**src/verilog/tcu_pkg.sv**
```systemverilog
// Package of types and constants for the triple timer/counter unit
package tcu_pkg;

  ////////////////////////////////////////////////////////////////////////////
  // Timing
  localparam int unsigned OSC_PER_MACHINE_CYCLE = 12;

  ////////////////////////////////////////////////////////////////////////////
  // Register offsets
  localparam logic [3:0] ADDR_TIMER_RUN_AND_FLAG_CONTROL = 4'h0;
  localparam logic [3:0] ADDR_TIMER_MODE_SELECT = 4'h1;
  localparam logic [3:0] ADDR_FIRST_TIMER_LOW_BYTE = 4'h2;
  localparam logic [3:0] ADDR_FIRST_TIMER_HIGH_BYTE = 4'h3;
  localparam logic [3:0] ADDR_SECOND_TIMER_LOW_BYTE = 4'h4;
  localparam logic [3:0] ADDR_SECOND_TIMER_HIGH_BYTE = 4'h5;
  localparam logic [3:0] ADDR_THIRD_TIMER_CONTROL = 4'h6;
  localparam logic [3:0] ADDR_THIRD_TIMER_LOW_BYTE = 4'h7;
  localparam logic [3:0] ADDR_THIRD_TIMER_HIGH_BYTE = 4'h8;
  localparam logic [3:0] ADDR_CAPTURE_RELOAD_LOW = 4'h9;
  localparam logic [3:0] ADDR_CAPTURE_RELOAD_HIGH = 4'ha;
  localparam logic [3:0] ADDR_UART_B_CLOCK_SELECT = 4'hb;

  ////////////////////////////////////////////////////////////////////////////
  // Reset values
  localparam logic [7:0] RST_BYTE = 8'h00;

  ////////////////////////////////////////////////////////////////////////////
  // Pin indices into the sampled pin vector
  localparam int unsigned PIN_FIRST_COUNT = 0;
  localparam int unsigned PIN_SECOND_COUNT = 1;
  localparam int unsigned PIN_THIRD_COUNT = 2;
  localparam int unsigned PIN_THIRD_TRIGGER = 3;
  localparam int unsigned PIN_EXT_IRQ_A = 4;
  localparam int unsigned PIN_EXT_IRQ_B = 5;
  localparam int unsigned NUM_PINS = 6;

  ////////////////////////////////////////////////////////////////////////////
  // Types
  typedef enum logic [1:0] {
    MODE_13BIT,
    MODE_16BIT,
    MODE_RELOAD8,
    MODE_SPLIT
  } tcu_mode_t;

  typedef struct packed {
    logic second_timer_overflow_flag;
    logic second_timer_run;
    logic first_timer_overflow_flag;
    logic first_timer_run;
    logic ext_irq_b_edge_flag;
    logic ext_irq_b_trigger_type;
    logic ext_irq_a_edge_flag;
    logic ext_irq_a_trigger_type;
  } tcu_ctrl_t;

  typedef struct packed {
    logic gate;
    logic count_select;
    tcu_mode_t mode;
  } tcu_nibble_t;

  typedef struct packed {
    tcu_nibble_t second;
    tcu_nibble_t first;
  } tcu_tmode_t;

  typedef struct packed {
    logic third_timer_overflow_flag;
    logic third_trigger_flag;
    logic uart_a_rx_clock_select;
    logic uart_a_tx_clock_select;
    logic third_trigger_enable;
    logic third_timer_run;
    logic third_count_source_select;
    logic capture_or_reload_select;
  } tcu_t2ctrl_t;

  typedef struct packed {
    logic first_timer;
    logic second_timer;
    logic ext_irq_a;
    logic ext_irq_b;
  } tcu_ack_t;

  typedef struct packed {
    logic first_timer_overflow_flag;
    logic second_timer_overflow_flag;
    logic ext_irq_a_edge_flag;
    logic ext_irq_b_edge_flag;
    logic third_timer_overflow_flag;
    logic third_trigger_flag;
  } tcu_flags_t;

  typedef struct packed {
    logic ovf;
    logic [7:0] hi;
    logic [7:0] lo;
  } tcu_step_t;

  typedef struct packed {
    logic [1:0] sync;
    logic prev;
    logic pend;
  } tcu_smp_state_t;

  // Sampler after reset: pins idle high, so no false low level or edge
  localparam tcu_smp_state_t SMP_RST = '{sync: 2'b11, prev: 1'b0, pend: 1'b0};

  typedef struct packed {
    logic [3:0] presc;
    tcu_ctrl_t ctrl;
    tcu_tmode_t tmode;
    logic [7:0] first_timer_low_byte;
    logic [7:0] first_timer_high_byte;
    logic [7:0] second_timer_low_byte;
    logic [7:0] second_timer_high_byte;
    tcu_t2ctrl_t t2ctrl;
    logic [7:0] third_timer_low_byte;
    logic [7:0] third_timer_high_byte;
    logic [7:0] capture_reload_low;
    logic [7:0] capture_reload_high;
    logic uart_b_rx_clock_select;
    logic uart_b_tx_clock_select;
    logic [7:0] rdata;
    logic t1_ovf_pulse;
    logic t2_ovf_pulse;
  } tcu_state_t;

endpackage : tcu_pkg

```
**src/verilog/tcu_timer_unit.sv**
```systemverilog
// Three timer/counters with run, mode and flag control registers
//
// The address-and-strobe port and the register offsets are this design's own decisions.
`timescale 1ns/100ps
module tcu_timer_unit
  import tcu_pkg::*;
#(
  parameter int unsigned MC_CLKS = OSC_PER_MACHINE_CYCLE
) (
  input wire logic clk, // Oscillator clock, 50 MHz
  input wire logic resetn, // Asynchronous reset, active low
  input wire logic [3:0] reg_addr, // Register address
  input wire logic [7:0] reg_wdata, // Write data
  input wire logic reg_wr, // Write strobe
  input wire logic reg_rd, // Read strobe
  output logic [7:0] reg_rdata, // Read data, cycle after strobe
  input wire logic first_count_pin, // First timer count input
  input wire logic second_count_pin, // Second timer count input
  input wire logic third_count_pin, // Third timer count input
  input wire logic third_trigger_pin, // Third timer capture/reload trigger
  input wire logic ext_irq_a_pin, // External interrupt A, gate 0
  input wire logic ext_irq_b_pin, // External interrupt B, gate 1
  input wire tcu_ack_t irq_ack, // Vector acknowledge pulses
  output tcu_flags_t irq_flags, // Interrupt request flags
  output logic second_timer_overflow_pulse, // Baud source pulse
  output logic third_timer_overflow_pulse, // Baud source pulse
  output logic third_timer_baud_mode // Third timer clocks a uart
);

  if (MC_CLKS < 2 || MC_CLKS > 16) begin : g_check
    $error("MC_CLKS must lie in 2..16");
  end

  localparam logic [3:0] MC_LAST = 4'(MC_CLKS - 1);
  localparam int MC_GAP = int'(MC_CLKS) - 1;

  tcu_state_t q;
  tcu_state_t d;
  logic [NUM_PINS-1:0] pins;
  logic [NUM_PINS-1:0] lvl;
  logic [NUM_PINS-1:0] pend;
  logic tick;
  logic split;
  logic en0;
  logic en1;
  logic inc0;
  logic inc0h;
  logic inc1;
  logic inc2;
  logic trig2;
  logic brg;
  logic set_tf0;
  logic set_tf1;
  logic set_tf2;
  logic set_third_trigger_flag;
  logic set_ie0;
  logic set_ie1;
  logic wr_ctrl;
  logic wr_t2ctrl;
  logic [15:0] cnt2;
  logic [15:0] cap2;
  tcu_step_t st0;
  tcu_step_t st1;
  tcu_ctrl_t ctrl_base;
  tcu_t2ctrl_t t2_base;

  ////////////////////////////////////////////////////////////////////////////
  // Pin synchronisers and machine-cycle samplers
  assign pins = {ext_irq_b_pin, ext_irq_a_pin, third_trigger_pin,
                 third_count_pin, second_count_pin, first_count_pin};

  for (genvar i = 0; i < NUM_PINS; i++) begin : g_pin
    tcu_pin_sampler u_smp (
      .clk(clk),
      .resetn(resetn),
      .tick(tick),
      .pin(pins[i]),
      .level(lvl[i]),
      .fall_pend(pend[i])
    );
  end

  ////////////////////////////////////////////////////////////////////////////
  // One counting step of timer zero or one
  function automatic tcu_step_t step(tcu_mode_t m, logic [7:0] lo, logic [7:0] hi);
    tcu_step_t r;
    logic [12:0] c13;
    logic [15:0] c16;
    r = '{ovf: 1'b0, hi: hi, lo: lo};
    c13 = {hi, lo[4:0]} + 13'h1;
    c16 = {hi, lo} + 16'h1;
    case (m)
      MODE_13BIT: begin
        r.hi = c13[12:5];
        r.lo = {lo[7:5], c13[4:0]};
        r.ovf = &{hi, lo[4:0]};
      end
      MODE_16BIT: begin
        {r.hi, r.lo} = c16;
        r.ovf = &{hi, lo};
      end
      MODE_RELOAD8: begin
        r.lo = (&lo) ? hi : lo + 8'h1;
        r.ovf = &lo;
      end
      default: begin
        r.lo = lo + 8'h1;
        r.ovf = &lo;
      end
    endcase
    return r;
  endfunction : step

  ////////////////////////////////////////////////////////////////////////////
  // Next state
  always_comb begin
    d = q;
    d.t1_ovf_pulse = 1'b0;
    d.t2_ovf_pulse = 1'b0;
    tick = (q.presc == MC_LAST);
    d.presc = tick ? 4'h0 : q.presc + 4'h1;
    wr_ctrl = reg_wr && (reg_addr == ADDR_TIMER_RUN_AND_FLAG_CONTROL);
    wr_t2ctrl = reg_wr && (reg_addr == ADDR_THIRD_TIMER_CONTROL);
    split = (q.tmode.first.mode == MODE_SPLIT);
    set_tf0 = 1'b0;
    set_tf1 = 1'b0;
    set_tf2 = 1'b0;
    set_third_trigger_flag = 1'b0;

    // Timer zero, low byte alone when split
    en0 = q.ctrl.first_timer_run && (!q.tmode.first.gate || lvl[PIN_EXT_IRQ_A]);
    inc0 = tick && en0 && (q.tmode.first.count_select ? pend[PIN_FIRST_COUNT] : 1'b1);
    st0 = step(q.tmode.first.mode, q.first_timer_low_byte, q.first_timer_high_byte);
    if (inc0) begin
      d.first_timer_low_byte = st0.lo;
      if (!split) begin
        d.first_timer_high_byte = st0.hi;
      end
      set_tf0 = st0.ovf;
    end

    // Split high byte of timer zero borrows second run bit and flag
    inc0h = tick && split && q.ctrl.second_timer_run;
    if (inc0h) begin
      d.first_timer_high_byte = q.first_timer_high_byte + 8'h1;
      set_tf1 = &q.first_timer_high_byte;
    end

    // Timer one; runs on its own mode while timer zero is split
    en1 = (split ? 1'b1 : q.ctrl.second_timer_run)
          && (!q.tmode.second.gate || lvl[PIN_EXT_IRQ_B])
          && (q.tmode.second.mode != MODE_SPLIT);
    inc1 = tick && en1 && (q.tmode.second.count_select ? pend[PIN_SECOND_COUNT] : 1'b1);
    st1 = step(q.tmode.second.mode, q.second_timer_low_byte, q.second_timer_high_byte);
    if (inc1) begin
      d.second_timer_low_byte = st1.lo;
      d.second_timer_high_byte = st1.hi;
      d.t1_ovf_pulse = st1.ovf;
      if (!split) begin
        set_tf1 = st1.ovf;
      end
    end

    // Timer two
    brg = q.t2ctrl.uart_a_rx_clock_select || q.t2ctrl.uart_a_tx_clock_select
          || q.uart_b_rx_clock_select || q.uart_b_tx_clock_select;
    cnt2 = {q.third_timer_high_byte, q.third_timer_low_byte};
    cap2 = {q.capture_reload_high, q.capture_reload_low};
    inc2 = tick && q.t2ctrl.third_timer_run
           && (q.t2ctrl.third_count_source_select ? pend[PIN_THIRD_COUNT] : 1'b1);
    trig2 = tick && q.t2ctrl.third_trigger_enable && pend[PIN_THIRD_TRIGGER];
    if (inc2) begin
      if (&cnt2) begin
        d.t2_ovf_pulse = 1'b1;
        set_tf2 = !brg;
        if (q.t2ctrl.capture_or_reload_select && !brg) begin
          {d.third_timer_high_byte, d.third_timer_low_byte} = 16'h0000;
        end else begin
          {d.third_timer_high_byte, d.third_timer_low_byte} = cap2;
        end
      end else begin
        {d.third_timer_high_byte, d.third_timer_low_byte} = cnt2 + 16'h1;
      end
    end
    if (trig2) begin
      set_third_trigger_flag = 1'b1;
      if (!brg) begin
        if (q.t2ctrl.capture_or_reload_select) begin
          {d.capture_reload_high, d.capture_reload_low} = cnt2;
        end else begin
          {d.third_timer_high_byte, d.third_timer_low_byte} = cap2;
        end
      end
    end

    // External interrupt flags
    set_ie0 = q.ctrl.ext_irq_a_trigger_type ? (tick && pend[PIN_EXT_IRQ_A])
                                            : !lvl[PIN_EXT_IRQ_A];
    set_ie1 = q.ctrl.ext_irq_b_trigger_type ? (tick && pend[PIN_EXT_IRQ_B])
                                            : !lvl[PIN_EXT_IRQ_B];

    // Software writes override counting in the same cycle
    if (reg_wr) begin
      case (reg_addr)
        ADDR_TIMER_MODE_SELECT: d.tmode = tcu_tmode_t'(reg_wdata);
        ADDR_FIRST_TIMER_LOW_BYTE: d.first_timer_low_byte = reg_wdata;
        ADDR_FIRST_TIMER_HIGH_BYTE: d.first_timer_high_byte = reg_wdata;
        ADDR_SECOND_TIMER_LOW_BYTE: d.second_timer_low_byte = reg_wdata;
        ADDR_SECOND_TIMER_HIGH_BYTE: d.second_timer_high_byte = reg_wdata;
        ADDR_THIRD_TIMER_LOW_BYTE: d.third_timer_low_byte = reg_wdata;
        ADDR_THIRD_TIMER_HIGH_BYTE: d.third_timer_high_byte = reg_wdata;
        ADDR_CAPTURE_RELOAD_LOW: d.capture_reload_low = reg_wdata;
        ADDR_CAPTURE_RELOAD_HIGH: d.capture_reload_high = reg_wdata;
        ADDR_UART_B_CLOCK_SELECT: begin
          d.uart_b_rx_clock_select = reg_wdata[1];
          d.uart_b_tx_clock_select = reg_wdata[0];
        end
        default: begin
        end
      endcase
    end

    // Control registers; counts are never touched here
    ctrl_base = wr_ctrl ? tcu_ctrl_t'(reg_wdata) : q.ctrl;
    d.ctrl = ctrl_base;
    d.ctrl.first_timer_overflow_flag = set_tf0 ||
      (ctrl_base.first_timer_overflow_flag && !irq_ack.first_timer);
    d.ctrl.second_timer_overflow_flag = set_tf1 ||
      (ctrl_base.second_timer_overflow_flag && !irq_ack.second_timer);
    d.ctrl.ext_irq_a_edge_flag = set_ie0 ||
      (ctrl_base.ext_irq_a_edge_flag && !irq_ack.ext_irq_a);
    d.ctrl.ext_irq_b_edge_flag = set_ie1 ||
      (ctrl_base.ext_irq_b_edge_flag && !irq_ack.ext_irq_b);
    t2_base = wr_t2ctrl ? tcu_t2ctrl_t'(reg_wdata) : q.t2ctrl;
    d.t2ctrl = t2_base;
    d.t2ctrl.third_timer_overflow_flag = set_tf2 || t2_base.third_timer_overflow_flag;
    d.t2ctrl.third_trigger_flag = set_third_trigger_flag || t2_base.third_trigger_flag;

    // Read data stands for one cycle only
    d.rdata = RST_BYTE;
    if (reg_rd) begin
      case (reg_addr)
        ADDR_TIMER_RUN_AND_FLAG_CONTROL: d.rdata = q.ctrl;
        ADDR_TIMER_MODE_SELECT: d.rdata = q.tmode;
        ADDR_FIRST_TIMER_LOW_BYTE: d.rdata = q.first_timer_low_byte;
        ADDR_FIRST_TIMER_HIGH_BYTE: d.rdata = q.first_timer_high_byte;
        ADDR_SECOND_TIMER_LOW_BYTE: d.rdata = q.second_timer_low_byte;
        ADDR_SECOND_TIMER_HIGH_BYTE: d.rdata = q.second_timer_high_byte;
        ADDR_THIRD_TIMER_CONTROL: d.rdata = q.t2ctrl;
        ADDR_THIRD_TIMER_LOW_BYTE: d.rdata = q.third_timer_low_byte;
        ADDR_THIRD_TIMER_HIGH_BYTE: d.rdata = q.third_timer_high_byte;
        ADDR_CAPTURE_RELOAD_LOW: d.rdata = q.capture_reload_low;
        ADDR_CAPTURE_RELOAD_HIGH: d.rdata = q.capture_reload_high;
        ADDR_UART_B_CLOCK_SELECT: d.rdata = {6'h00, q.uart_b_rx_clock_select,
                                             q.uart_b_tx_clock_select};
        default: d.rdata = RST_BYTE;
      endcase
    end
  end

  always_ff @(posedge clk or negedge resetn) begin
    if (!resetn) begin
      q <= '0;
    end else begin
      q <= d;
    end
  end

  ////////////////////////////////////////////////////////////////////////////
  // Outputs
  assign reg_rdata = q.rdata;
  assign irq_flags = '{
    first_timer_overflow_flag: q.ctrl.first_timer_overflow_flag,
    second_timer_overflow_flag: q.ctrl.second_timer_overflow_flag,
    ext_irq_a_edge_flag: q.ctrl.ext_irq_a_edge_flag,
    ext_irq_b_edge_flag: q.ctrl.ext_irq_b_edge_flag,
    third_timer_overflow_flag: q.t2ctrl.third_timer_overflow_flag,
    third_trigger_flag: q.t2ctrl.third_trigger_flag
  };
  assign second_timer_overflow_pulse = q.t1_ovf_pulse;
  assign third_timer_overflow_pulse = q.t2_ovf_pulse;
  assign third_timer_baud_mode = brg;

  ////////////////////////////////////////////////////////////////////////////
  // Assertions
  property p_tick_period;
    @(posedge clk) disable iff (!resetn)
    tick |=> !tick ##MC_GAP tick;
  endproperty
  a_tick_period: assert property (p_tick_period) else $error("tick period wrong");

  property p_count16;
    @(posedge clk) disable iff (!resetn)
    (inc0 && q.tmode.first.mode == MODE_16BIT && !reg_wr)
      |=> {q.first_timer_high_byte, q.first_timer_low_byte} ==
          $past({q.first_timer_high_byte, q.first_timer_low_byte}) + 16'h1;
  endproperty
  a_count16: assert property (p_count16) else $error("16-bit step wrong");

  property p_reload8;
    @(posedge clk) disable iff (!resetn)
    (inc0 && q.tmode.first.mode == MODE_RELOAD8 && &q.first_timer_low_byte && !reg_wr)
      |=> q.first_timer_low_byte == $past(q.first_timer_high_byte)
          && q.ctrl.first_timer_overflow_flag;
  endproperty
  a_reload8: assert property (p_reload8) else $error("8-bit reload wrong");

  property p_ack_clear;
    @(posedge clk) disable iff (!resetn)
    (irq_ack.first_timer && !set_tf0 && !wr_ctrl) |=> !q.ctrl.first_timer_overflow_flag;
  endproperty
  a_ack_clear: assert property (p_ack_clear) else $error("ack did not clear");

  property p_baud_no_flag;
    @(posedge clk) disable iff (!resetn)
    (brg && !wr_t2ctrl && !q.t2ctrl.third_timer_overflow_flag)
      |=> !q.t2ctrl.third_timer_overflow_flag;
  endproperty
  a_baud_no_flag: assert property (p_baud_no_flag) else $error("flag set in baud");

  property p_write_wins;
    @(posedge clk) disable iff (!resetn)
    (reg_wr && reg_addr == ADDR_FIRST_TIMER_LOW_BYTE)
      |=> q.first_timer_low_byte == $past(reg_wdata);
  endproperty
  a_write_wins: assert property (p_write_wins) else $error("write lost");

  property p_t2_stopped;
    @(posedge clk) disable iff (!resetn)
    (!q.t2ctrl.third_timer_run && !trig2 && !reg_wr) |=> $stable(cnt2);
  endproperty
  a_t2_stopped: assert property (p_t2_stopped) else $error("stopped timer moved");

  property p_capture;
    @(posedge clk) disable iff (!resetn)
    (trig2 && q.t2ctrl.capture_or_reload_select && !brg && !reg_wr)
      |=> cap2 == $past(cnt2) && q.t2ctrl.third_trigger_flag;
  endproperty
  a_capture: assert property (p_capture) else $error("capture wrong");

  property p_t1_hold;
    @(posedge clk) disable iff (!resetn)
    (q.tmode.second.mode == MODE_SPLIT && !reg_wr) |=> $stable(q.second_timer_low_byte)
      && $stable(q.second_timer_high_byte);
  endproperty
  a_t1_hold: assert property (p_t1_hold) else $error("held timer moved");

endmodule : tcu_timer_unit

```
**src/verilog/tcu_pin_sampler.sv**
```systemverilog
// Pin synchroniser with once-per-machine-cycle falling edge detection
`timescale 1ns/100ps
module tcu_pin_sampler
  import tcu_pkg::*;
(
  input wire logic clk, // Oscillator clock
  input wire logic resetn, // Asynchronous reset, active low
  input wire logic tick, // Last clock of a machine cycle
  input wire logic pin, // Raw pin
  output logic level, // Synchronised level
  output logic fall_pend // Fall seen, act at next tick
);

  tcu_smp_state_t s_q;
  tcu_smp_state_t s_d;

  ////////////////////////////////////////////////////////////////////////////
  // Next state
  always_comb begin
    s_d = s_q;
    s_d.sync = {s_q.sync[0], pin};
    if (tick) begin
      s_d.prev = s_q.sync[1];
      s_d.pend = s_q.prev & ~s_q.sync[1];
    end
  end

  always_ff @(posedge clk or negedge resetn) begin
    if (!resetn) begin
      s_q <= SMP_RST;
    end else begin
      s_q <= s_d;
    end
  end

  assign level = s_q.sync[1];
  assign fall_pend = s_q.pend;

endmodule : tcu_pin_sampler

```
**config.mk**
```make
export PLATFORM = sky130hd
export DESIGN_NAME = tcu_timer_unit
export DESIGN_NICKNAME = d
export VERILOG_FILES = /design/src/verilog/tcu_pkg.sv /design/src/verilog/tcu_timer_unit.sv /design/src/verilog/tcu_pin_sampler.sv
export SDC_FILE = /design/constraint.sdc
export NUM_CORES = 1
export LEC_CHECK = 0
export ABC_CLOCK_PERIOD_IN_PS = 3330
export BUFFER_PORTS_ARGS = -buffer_cell sky130_fd_sc_hd__buf_2
export CORE_ASPECT_RATIO = 0.8
export CORE_UTILIZATION = 55
export DETAILED_ROUTE_END_ITERATION = 10
export GPL_ROUTABILITY_DRIVEN = 0
export PLACE_DENSITY = 0.73
export SYNTH_ARGS = -nofsm -noshare
export SYNTH_HDL_FRONTEND = slang
export SYNTH_SLANG_ARGS = --single-unit
export TNS_END_PERCENT = 1
```
**constraint.sdc**
```tcl
create_clock -name clk -period 3.33 [get_ports clk]
set_clock_uncertainty 0.2 [all_clocks]
set_input_delay 0.1665 -clock clk [delete_from_list [all_inputs] [get_ports clk]]
set_output_delay 0.1665 -clock clk [all_outputs]
set_load 0.01 [all_outputs]
```
==> results.sh, run 1 <==
export IMPL_cap_violations=0
export IMPL_p_leak_nw=3.76
export IMPL_synth_seq_cells=128
export IMPL_hp_class="primary input to flip-flop"
export IMPL_min_from="reg_wr"
export IMPL_met2_usage=0.507
export IMPL_worst_hold_path_endpoint="q[73]"
export IMPL_hpwl_um=15800
export IMPL_drt_vias_per_instance=6.48
export IMPL_drive_gt1_frac=0.144
export IMPL_power_density_nw_per_um2=631
export IMPL_grt_pass1_vias=6648
export IMPL_synth_edf_count=0
export IMPL_design_portCount=43
export IMPL_ff2ff_path_depth=5
export IMPL_grt_util_met3=0.115
export IMPL_finalSetupViolCount=0
export IMPL_synth_nets=902
export IMPL_ctsResizeCount=0
export IMPL_cts_buffers=17
export IMPL_grt_max_degree=80
export IMPL_finalHoldViolCount=0
export IMPL_ir_drop_v=0.000564
export IMPL_yosysSeqAreaShare=0.422
export IMPL_layout_cells_non_filler=1083
export IMPL_synthFlopType="dfrtp_1"
export IMPL_fmax_mhz=354
export IMPL_synth_common_cells="134 x nand2_1, 116 x dfrtp_1, 66 x nor2_1"
export IMPL_nets=924
export IMPL_whs_ns=0.0594
export IMPL_grt_overflow_total=0
export IMPL_die_x_um=134
export IMPL_endpoint_kind="flip-flop"
export IMPL_start_util=0.563
export IMPL_cts_buffer_depth=2
export IMPL_slew_headroom=0.343
export IMPL_outcome="finished clean"
export IMPL_synth_most_common_cell="nand2_1"
export IMPL_critPathMaxFanout=16
export IMPL_criticalPathCategory="flip-flop to flip-flop"
export IMPL_finalPower_mw=5.42
export IMPL_clock_latency_ns=0.44
export IMPL_rsz0062_at_grt="no"
export IMPL_grt_use_total=0.341
export IMPL_drv_slew=0
export IMPL_drt_antenna_violating_nets=0
export IMPL_yosys_warnings=0
export IMPL_ff2ff_setup_slack_ns=0.51
export IMPL_syn_inst=869
export IMPL_slowest_delay_ns=0.61
export IMPL_r2r_end="cap2[3]"
export IMPL_diodes=0
export IMPL_post_cts_setup_buffers=0
export IMPL_cts_root_buffer="clkbuf_16"
export IMPL_remaining_drc_errors=0
export IMPL_ctsHoldBuffers=20
export IMPL_wl_um=23000
export IMPL_period_share=0.848
export IMPL_tightestPinTransition_ns=0.981
export IMPL_cts_tree="built"
export IMPL_final_min_clock_period_ns=2.82
export IMPL_area_growth_pct=12.5
export IMPL_wl_per_cell_um=21.2
export IMPL_grt_pass1_wl_um=36700
export IMPL_critical_path_required_ns=3.39
export IMPL_timing_rr_start="q[48]"
export IMPL_setup_worst_path_start_class="flip-flop"
export IMPL_critPathArrivalTime_ns=2.88
export IMPL_cpMaxStageDelayCell="or4_1"
export IMPL_die_h_um=107
export IMPL_critPathTopFamily="simple AND/OR/NAND/NOR gates"
export IMPL_met1_usage=0.453
export IMPL_dpl_cell_count=1032
export IMPL_ys_async_sr_fraction=1.00
export IMPL_synth_cell_type_count=68
export IMPL_h_tree_depth=4
export IMPL_die_area_um2=14400
export IMPL_hold_depth=3
export IMPL_finalSetupTns_ns=0
export IMPL_drt_initial_drc_count=913
export IMPL_fp_row_count=38
export IMPL_yosysTopAreaCell="dfrtp_1"
export IMPL_path_buf_inv=0
export IMPL_path_clk_slew_ns=0.06
export IMPL_postSynthAreaPerCell_um2=8.78
export IMPL_drt_pass1_iterations=6
export IMPL_ys_top_cells_by_area="dfrtp_1 38%, nand2_1 6.6%, mux2i_1 5.6%"
export IMPL_netlist_area_leader_share=0.380
export IMPL_worstPathCellList="or4_1 > or3_1 > or2_1 > mux2i_1 > o21ai_0"
export IMPL_syn_cell_area_um2=7630
export IMPL_antenna_found_initial=0
export IMPL_numClockSinks=128
export IMPL_grt_busiest_layer="met2"
export IMPL_placement_io_buffers=42
export IMPL_num_vias=7013
export IMPL_coreArea_um2=13600
[kinds of logic (layout without fill, tap and decap cells)]
group,count (synthesis),count (layout),share of synthesized area
flops,128,128,0.422
xor+xnor,30,30,0.0344
buf+inv,79,113,0.0492
fa+ha+maj,7,7,0.0115
simple gates,360,360,0.227
compound gates,198,198,0.165
mux,67,67,0.0918
[worst max-delay path by stage]
stage                     startpoint  endpoint  slack (ns)  depth (start not counted)
final                          q[48]   cap2[3]        0.51                          5
after global routing           q[48]   cap2[3]        0.42                          5
after CTS                      q[48]   cap2[3]        0.53                          5
after detailed placement       q[48]   cap2[3]        0.61                          5
after global placement         q[10]  cap2[10]        0.72                          5
after floorplan                q[10]   cap2[3]        0.92                          8
[state kept, by name, indices dropped and copies added, names as in the netlist]
register,flops
cnt2,16
cap2,16
q,56
g_pin.u_smp.s_q,6
g_pin.u_smp.level,6
irq_flags,6
third_timer_overflow_pulse,1
reg_rdata,8
second_timer_overflow_pulse,1
g_pin.u_smp.fall_pend,6
g_pin.u_smp.s_d,6
[area by class of cell]
type                    count  area, um2
inverters                  12       45.0
repair buffers             70        477
fillers                  1138       4960
multi-input cells         662       4040
well taps                 180        225
clock buffers              17        425
clock inverters            14        160
flip-flops and latches    128       3220
[layer usage]
metal  up-vias  routed length, um  share of wire
li1       3154                  -              -
met1      3325               9460           0.41
met2       460               9900           0.43
met5         -                  0              0
met4         0                804          0.035
met3        74               2780           0.12
[power breakdown]
group          internal (mW)  total [mW]  switching [mW]
logic                  0.509        1.08           0.576
clock network           1.11        1.87           0.761
registers               1.88        2.46           0.584
total                   3.50        5.42            1.92
[cell usage in the layout, fill, tap and decap left out, types with 4 or more instances in the layout]
cell,synthesis,layout
dlygate4sd3_1,0,20
buf_2,2,41
xnor2_1,22,22
inv_1,12,12
ha_1,7,7
dfrtp_1,116,116
nand2_1,134,134
a21oi_1,34,34
a221o_1,5,5
nor2_1,66,66
and2_1,4,4
a32oi_1,5,5
clkinv_4,0,4
a22o_1,6,6
a211oi_1,5,5
mux2_2,24,24
or2_2,5,5
nand3b_1,9,9
o21ai_1,9,9
buf_4,14,8
xor2_1,8,8
a21o_1,17,17
nand3_1,35,35
a22oi_1,6,6
o221ai_1,4,4
nor2b_1,11,11
clkbuf_16,0,17
nand2b_1,10,10
o22ai_1,8,8
nor3_1,31,31
dfstp_2,12,12
o21ai_0,61,61
nand4_1,18,18
and3_1,10,10
mux2i_1,43,43
a31oi_1,14,14
nor4_1,7,7
[worst reg2reg max path, stage by stage, from the launching register on]
cell and delay, ns:
dfrtp_1 0.40, or4_1 0.61, or3_1 0.42, or2_1 0.57, mux2i_1 0.31, o21ai_0 0.12
[metrics by stage]
step	area (um2)	util	setup slack, ns
after floorplan	7630	-	0.915
after global placement	7800	0.576	0.720
after detailed placement	7800	0.576	0.606
after CTS	8590	0.634	0.532
after global routing	8590	0.634	0.423
final	8590	0.634	0.507
(Power assumes the default switching activity.)
==> inputs of run 2 (changes only) <==
--- a/config.mk
+++ b/config.mk
@@ -5,13 +5,14 @@
 export SDC_FILE = /design/constraint.sdc
 export NUM_CORES = 1
 export LEC_CHECK = 0
-export ABC_CLOCK_PERIOD_IN_PS = 3330
+export ABC_AREA = 1
+export ABC_CLOCK_PERIOD_IN_PS = 2400
 export BUFFER_PORTS_ARGS = -buffer_cell sky130_fd_sc_hd__buf_2
 export CORE_ASPECT_RATIO = 0.8
 export CORE_UTILIZATION = 55
 export DETAILED_ROUTE_END_ITERATION = 10
 export GPL_ROUTABILITY_DRIVEN = 0
-export PLACE_DENSITY = 0.73
+export PLACE_DENSITY = 0.76
 export SYNTH_ARGS = -nofsm -noshare
 export SYNTH_HDL_FRONTEND = slang
 export SYNTH_SLANG_ARGS = --single-unit
==> constraint.sdc (replaced) <==
create_clock -name clk -period 2.4 [get_ports clk]
set_clock_uncertainty 0.2 [all_clocks]
set_input_delay 0.12 -clock clk [delete_from_list [all_inputs] [get_ports clk]]
set_output_delay 0.12 -clock clk [all_outputs]
set_load 0.01 [all_outputs]
==> run 2 against run 1 <==
  * The run now ends with design-rule violations left
  * Worst hold slack worse by 0.021 ns
  * Final area increased by 11%
  * Area after synthesis grew 8.4%
  * Register-to-register slack worse by 0.43 ns
  * Sequential power rose by 37%
  * Via count grew 24%
  * Routed wire length grew 16%
  * Sequential cell count stayed put
  * Clock power increased by 42%
  * Die area up 8.2%
==> results.sh, run 2 <==
export IMPL_cts_buffers=17
export IMPL_synth_edf_count=0
export IMPL_die_area_um2=15500
export IMPL_die_h_um=112
export IMPL_hpwl_um=19400
export IMPL_layout_common_cells="281 x nand2_1, 166 x inv_1, 132 x nor2_1, 116 x dfrtp_1, 98 x nand3_1"
export IMPL_synth_most_common_cell="nand2_1"
export IMPL_ir_drop_v=0.000631
export IMPL_power_density_nw_per_um2=937
export IMPL_p_leak_nw=4.75
export IMPL_grt_max_degree=65
export IMPL_cts_buffer_depth=2
export IMPL_endpoint_kind="flip-flop"
export IMPL_cts_root_buffer="clkbuf_16"
export IMPL_synthFlopType="dfrtp_1"
export IMPL_cpMaxStageDelayCell="dfrtp_1"
export IMPL_final_area_um2=9570
export IMPL_outcome="finished, violations left"
export IMPL_syn_cell_area_um2=8270
export IMPL_ys_async_sr_fraction=1.00
export IMPL_numClockSinks=128
export IMPL_design_portCount=43
export IMPL_largest_reg_flops=56
export IMPL_yosysTopAreaCell="dfrtp_1"
export IMPL_fp_row_count=39
export IMPL_netlist_area_leader_share=0.351
export IMPL_rsz0062_at_grt="yes"
export IMPL_postPlaceCellArea_um2=8690
export IMPL_synth_cell_type_count=44
export IMPL_final_min_clock_period_ns=2.32
export IMPL_critical_path_required_ns=2.52
export IMPL_path_clk_slew_ns=0.06
export IMPL_remaining_drc_errors=3
export IMPL_placement_io_buffers=42
export IMPL_h_tree_depth=4
export IMPL_yosys_warnings=0
export IMPL_finalSetupViolCount=0
export IMPL_grt_use_total=0.361
export IMPL_postSynthAreaPerCell_um2=6.97
export IMPL_area_growth_pct=15.7
export IMPL_grt_pass1_wl_um=43200
export IMPL_period_share=0.968
export IMPL_nets=1295
export IMPL_wl_um=26600
export IMPL_drt_pass1_iterations=9
export IMPL_cap_violations=0
export IMPL_grt_overflow_total=0
export IMPL_num_vias=8725
export IMPL_coreArea_um2=14500
export IMPL_mostFrequentLayoutCell="nand2_1"
export IMPL_violations="design-rule violations"
export IMPL_wl_per_cell_um=18.2
export IMPL_synth_common_cells="281 x nand2_1, 167 x inv_1, 133 x nor2_1"
export IMPL_critPathArrivalTime_ns=2.44
export IMPL_hp_class="primary input to async pin"
export IMPL_start_util=0.571
export IMPL_cts_tree="built"
export IMPL_yosysSeqAreaShare=0.389
export IMPL_drt_antenna_violating_nets=0
export IMPL_finalPower_mw=8.97
export IMPL_clock_latency_ns=0.43
export IMPL_die_x_um=139
export IMPL_drt_initial_drc_count=1422
export IMPL_criticalPathCategory="flip-flop to flip-flop"
export IMPL_finalHoldViolCount=0
export IMPL_synth_seq_cells=128
export IMPL_drv_slew=0
export IMPL_fmax_mhz=431
export IMPL_slew_headroom=0.563
export IMPL_worstPathCellList="ha_1 > nand3_4 > inv_8 > nand3_2 > nor2_4 > nand2_2 > nand2_1 > o21ai_0 > a21oi_1 > nor2_1"
export IMPL_drive_gt1_frac=0.127
export IMPL_fillers=1222
export IMPL_syn_inst=1187
export IMPL_setup_worst_path_start_class="flip-flop"
export IMPL_largest_register="q"
export IMPL_ys_top_cells_by_area="dfrtp_1 35%, nand2_1 13%, inv_1 7.6%"
export IMPL_antenna_found_initial=0
export IMPL_synth_nets=1220
export IMPL_tightestPinTransition_ns=0.655
export IMPL_diodes=0
export IMPL_slowest_delay_ns=0.37
export IMPL_grt_pass1_vias=8064
export IMPL_critPathMaxFanout=17
export IMPL_drt_vias_per_instance=5.98
run 2: worst max-delay path: cells and delay by family (launching register included):
family,cells,cell delay [ns]
buf+inv,1,0.18
compound gates,2,0.24
simple gates,6,0.97
fa+ha+maj,1,0.24
flops,1,0.37
run 2: stage by stage:
step	setup TNS, ns	hold WS [ns]	std cells	utilization	setup WS, ns
finish	0	0.0383	1459	0.660	0.0777
global route	-0.489	0.0979	1459	0.660	-0.0818
CTS	0	0.0372	1458	0.659	0.0442
detailed placement	0	-0.0423	1402	0.600	0.0948
global placement	0	-0.0451	1402	0.600	0.167
floorplan	0	-0.376	1187	-	0.512
run 2: layout make-up:
class | count | area (um2) | area share
clock buffers | 18 | 439 | 0.0459
clock inverters | 14 | 173 | 0.0180
inverters | 177 | 673 | 0.0703
multi-input cells | 847 | 4180 | 0.437
flip-flops and latches | 128 | 3220 | 0.336
well taps | 184 | 230 | 0.0241
repair buffers | 91 | 657 | 0.0686
run 2: final timing paths:
check | from | end | slack [ns] | depth (start not counted)
min reg2reg | g_pin[4].u_smp.s_d[3] | g_pin[4].u_smp.level | 0.16 | 0
min | resetn | q[52] | 0.04 | 2
min in group clk | reg_addr[3] | q[11] | 0.04 | 5
max | q[100] | cnt2[0] | 0.08 | 10
max reg2reg | q[100] | cnt2[0] | 0.08 | 10
max in group asynchronous | resetn | q[48] | 1.29 | 3
run 2: repair_timing:
item / in CTS / in global routing
hold buffers: 24 / 0
gates resized for setup: 0 / 6
endpoints found under the setup margin: 0 / 32
buffers inserted: 0 / 1
hold endpoints to repair: 178 / 0
run 2: metal layers:
layer  part of all wire  up-vias  global-route usage
met5                  0        -                   0
met4              0.045        0               0.168
met3               0.13      105               0.106
met2               0.41      600               0.519
met1               0.42     3957               0.500
li1                   -     4063                   -
run 2: cell families after synthesis:
| family | share of synthesized area |
|---|---|
| simple gates | 0.306 |
| flops | 0.389 |
| xor+xnor | 0.00741 |
| buf+inv | 0.107 |
| compound gates | 0.179 |
| fa+ha+maj | 0.0106 |
run 2: power breakdown:
part | internal (mW) | total, mW | leakage [nW] | switching [mW]
clock network | 1.59 | 2.66 | 0.293 | 1.07
logic | 1.00 | 2.94 | 2.93 | 1.94
registers | 2.69 | 3.36 | 1.52 | 0.674
==> inputs of run 3 (changes only) <==
--- a/config.mk
+++ b/config.mk
@@ -12,7 +12,7 @@
 export CORE_UTILIZATION = 55
 export DETAILED_ROUTE_END_ITERATION = 10
 export GPL_ROUTABILITY_DRIVEN = 0
-export PLACE_DENSITY = 0.76
+export PLACE_DENSITY = 0.73
 export SYNTH_ARGS = -nofsm -noshare
 export SYNTH_HDL_FRONTEND = slang
 export SYNTH_SLANG_ARGS = --single-unit
==> run 3 against run 2 <==
  * Total power increased by 0.57%
  * Non-clock buffer count increased by 2
  * Critical path depth increased by 1
  * Sequential power about the same
  * Highest routed layer unchanged
  * Critical endpoint is now q[72]
  * Clock-buffer cell count unchanged
  * First-iteration DRC count increased by 0.21%
  * The flow finishes with violations (design-rule violations, negative hold slack)
  * Combinational power about the same
  * Sequential share of layout area about the same
==> results.sh, run 3 (synthesized netlist as in run 2, its figures left out) <==
export IMPL_h_tree_depth=4
export IMPL_coreArea_um2=14500
export IMPL_largest_register="q"
export IMPL_endpoint_kind="flip-flop"
export IMPL_mostFrequentLayoutCell="nand2_1"
export IMPL_nets=1297
export IMPL_drv_slew=0
export IMPL_grt_use_total=0.360
export IMPL_grt_overflow_total=0
export IMPL_cts_buffer_depth=2
export IMPL_critPathMostFrequentCell="inv_1"
export IMPL_drt_pass1_iterations=11
export IMPL_num_vias=8621
export IMPL_grt_util_met3=0.114
export IMPL_power_density_nw_per_um2=943
export IMPL_violations="design-rule violations, negative hold slack"
export IMPL_rsz0062_at_grt="yes"
export IMPL_fillers=1295
export IMPL_critPathArrivalTime_ns=2.48
export IMPL_tightestPinTransition_ns=0.689
export IMPL_slowest_delay_ns=0.37
export IMPL_whs_ns=-0.0101
export IMPL_p_leak_nw=4.77
export IMPL_drt_antenna_violating_nets=0
export IMPL_outcome="finished, violations left"
export IMPL_met1_usage=0.515
export IMPL_critPathMaxFanout=10
export IMPL_design_portCount=43
export IMPL_grt_max_degree=48
export IMPL_largest_reg_flops=56
export IMPL_drt_vias_per_instance=5.90
export IMPL_criticalPathCategory="flip-flop to flip-flop"
export IMPL_cap_violations=0
export IMPL_finalSetupViolCount=0
export IMPL_area_growth_pct=15.6
export IMPL_die_x_um=139
export IMPL_antenna_found_initial=0
export IMPL_cpMaxStageDelayCell="dfrtp_1"
export IMPL_setup_worst_path_start_class="flip-flop"
export IMPL_path_buf_inv=3
export IMPL_worstPathCellList="ha_1 > nand3_4 > inv_4 > nand3_2 > nor2_4 > inv_1 > nor2_1 > o21ai_0 > nand3_1 > nand2_1 > inv_1"
export IMPL_drive_gt1_frac=0.128
export IMPL_wl_per_cell_um=18.4
export IMPL_final_min_clock_period_ns=2.30
export IMPL_ir_drop_v=0.000593
export IMPL_slew_headroom=0.540
export IMPL_clock_latency_ns=0.44
export IMPL_diodes=0
export IMPL_die_h_um=112
export IMPL_cts_tree="built"
export IMPL_multi_input_area_um2=4170
export IMPL_grt_pass1_vias=7799
export IMPL_placement_io_buffers=42
export IMPL_hpwl_um=19700
export IMPL_start_util=0.571
export IMPL_cts_root_buffer="clkbuf_16"
export IMPL_drt_initial_drc_count=1425
export IMPL_fp_row_count=39
export IMPL_path_clk_slew_ns=0.07
export IMPL_die_area_um2=15500
export IMPL_period_share=0.957
export IMPL_ff_latch_area_um2=3220
export IMPL_layout_common_cells="281 x nand2_1, 166 x inv_1, 133 x nor2_1, 116 x dfrtp_1, 98 x nand3_1"
export IMPL_critPathTopFamily="simple AND/OR/NAND/NOR gates"
export IMPL_grt_busiest_layer="met1"
export IMPL_hp_class="primary input to async pin"
export IMPL_post_cts_setup_buffers=0
export IMPL_fmax_mhz=435
export IMPL_wl_um=26900
export IMPL_grt_pass1_wl_um=42600
export IMPL_numClockSinks=128
export IMPL_cts_buffers=17
export IMPL_met2_usage=0.506
export IMPL_critical_path_required_ns=2.58
export IMPL_remaining_drc_errors=4
export IMPL_finalHoldViolCount=23
export IMPL_fin_util=0.660
-- run 3: power breakdown --
group	total (mW)	leakage (nW)	internal [mW]	switching [mW]
Sequential	3.38	1.52	2.69	0.692
Combinational	2.93	2.95	1.01	1.92
Clock	2.71	0.302	1.59	1.12
Total	9.02	4.77	5.29	3.73
-- run 3: per-stage QoR --
stage / area [um2] / power, mW / setup slack (ns) / setup TNS (ns) / instances
global route: 9560 / 9.49 / -0.0400 / -0.0765 / 1461
floorplan: 8270 / 5.17 / 0.512 / 0 / 1187
CTS: 9560 / 8.87 / 0.154 / 0 / 1461
global placement: 8720 / 6.13 / 0.234 / 0 / 1406
detailed placement: 8720 / 6.15 / 0.181 / 0 / 1406
finish: 9560 / 9.02 / 0.103 / 0 / 1461
-- run 3: worst register-to-register path, delay by kind of cell, from the launching register on --
family | cells | cell delay [ns]
DFF | 1 | 0.37
AOI/OAI and AO/OA | 1 | 0.11
buffers and inverters | 3 | 0.30
and+or+nand+nor | 6 | 1.03
adders and majority gates | 1 | 0.23
-- run 3: layout make-up --
cell class                      instances  area share
Sequential cell                       128       0.337
Clock buffer                           18      0.0459
Timing Repair Buffer                   93      0.0700
Clock inverter                         14      0.0177
Inverter                              177      0.0699
Tap cell                              184      0.0241
Multi-Input combinational cell        847       0.436
-- run 3: path summary, 6_finish.rpt --
| kind | startpoint | to | slack (ns) | cells after the start |
|---|---|---|---|---|
| max in group asynchronous | resetn | q[47] | 1.34 | 3 |
| setup reg to reg | q[100] | q[72] | 0.10 | 11 |
| hold reg to reg | g_pin[5].u_smp.s_d[3] | g_pin[5].u_smp.level | 0.15 | 0 |
| min in group clk | reg_addr[0] | q[11] | 0.01 | 5 |
| setup / recovery | q[100] | q[72] | 0.10 | 11 |
| hold / removal | resetn | q[53] | -0.01 | 2 |
-- run 3: routing by layer --
metal | wire length, um | vias up
li1 | - | 4048
met1 | 11400 | 3922
met2 | 11100 | 575
met3 | 3530 | 76
met4 | 814 | 0
met5 | 0 | -
-- run 3: repair_timing --
item,in CTS,in global routing
endpoints found under the setup margin,0,5
endpoints found under the hold margin,171,0
resized for setup,0,1
hold buffers,23,0
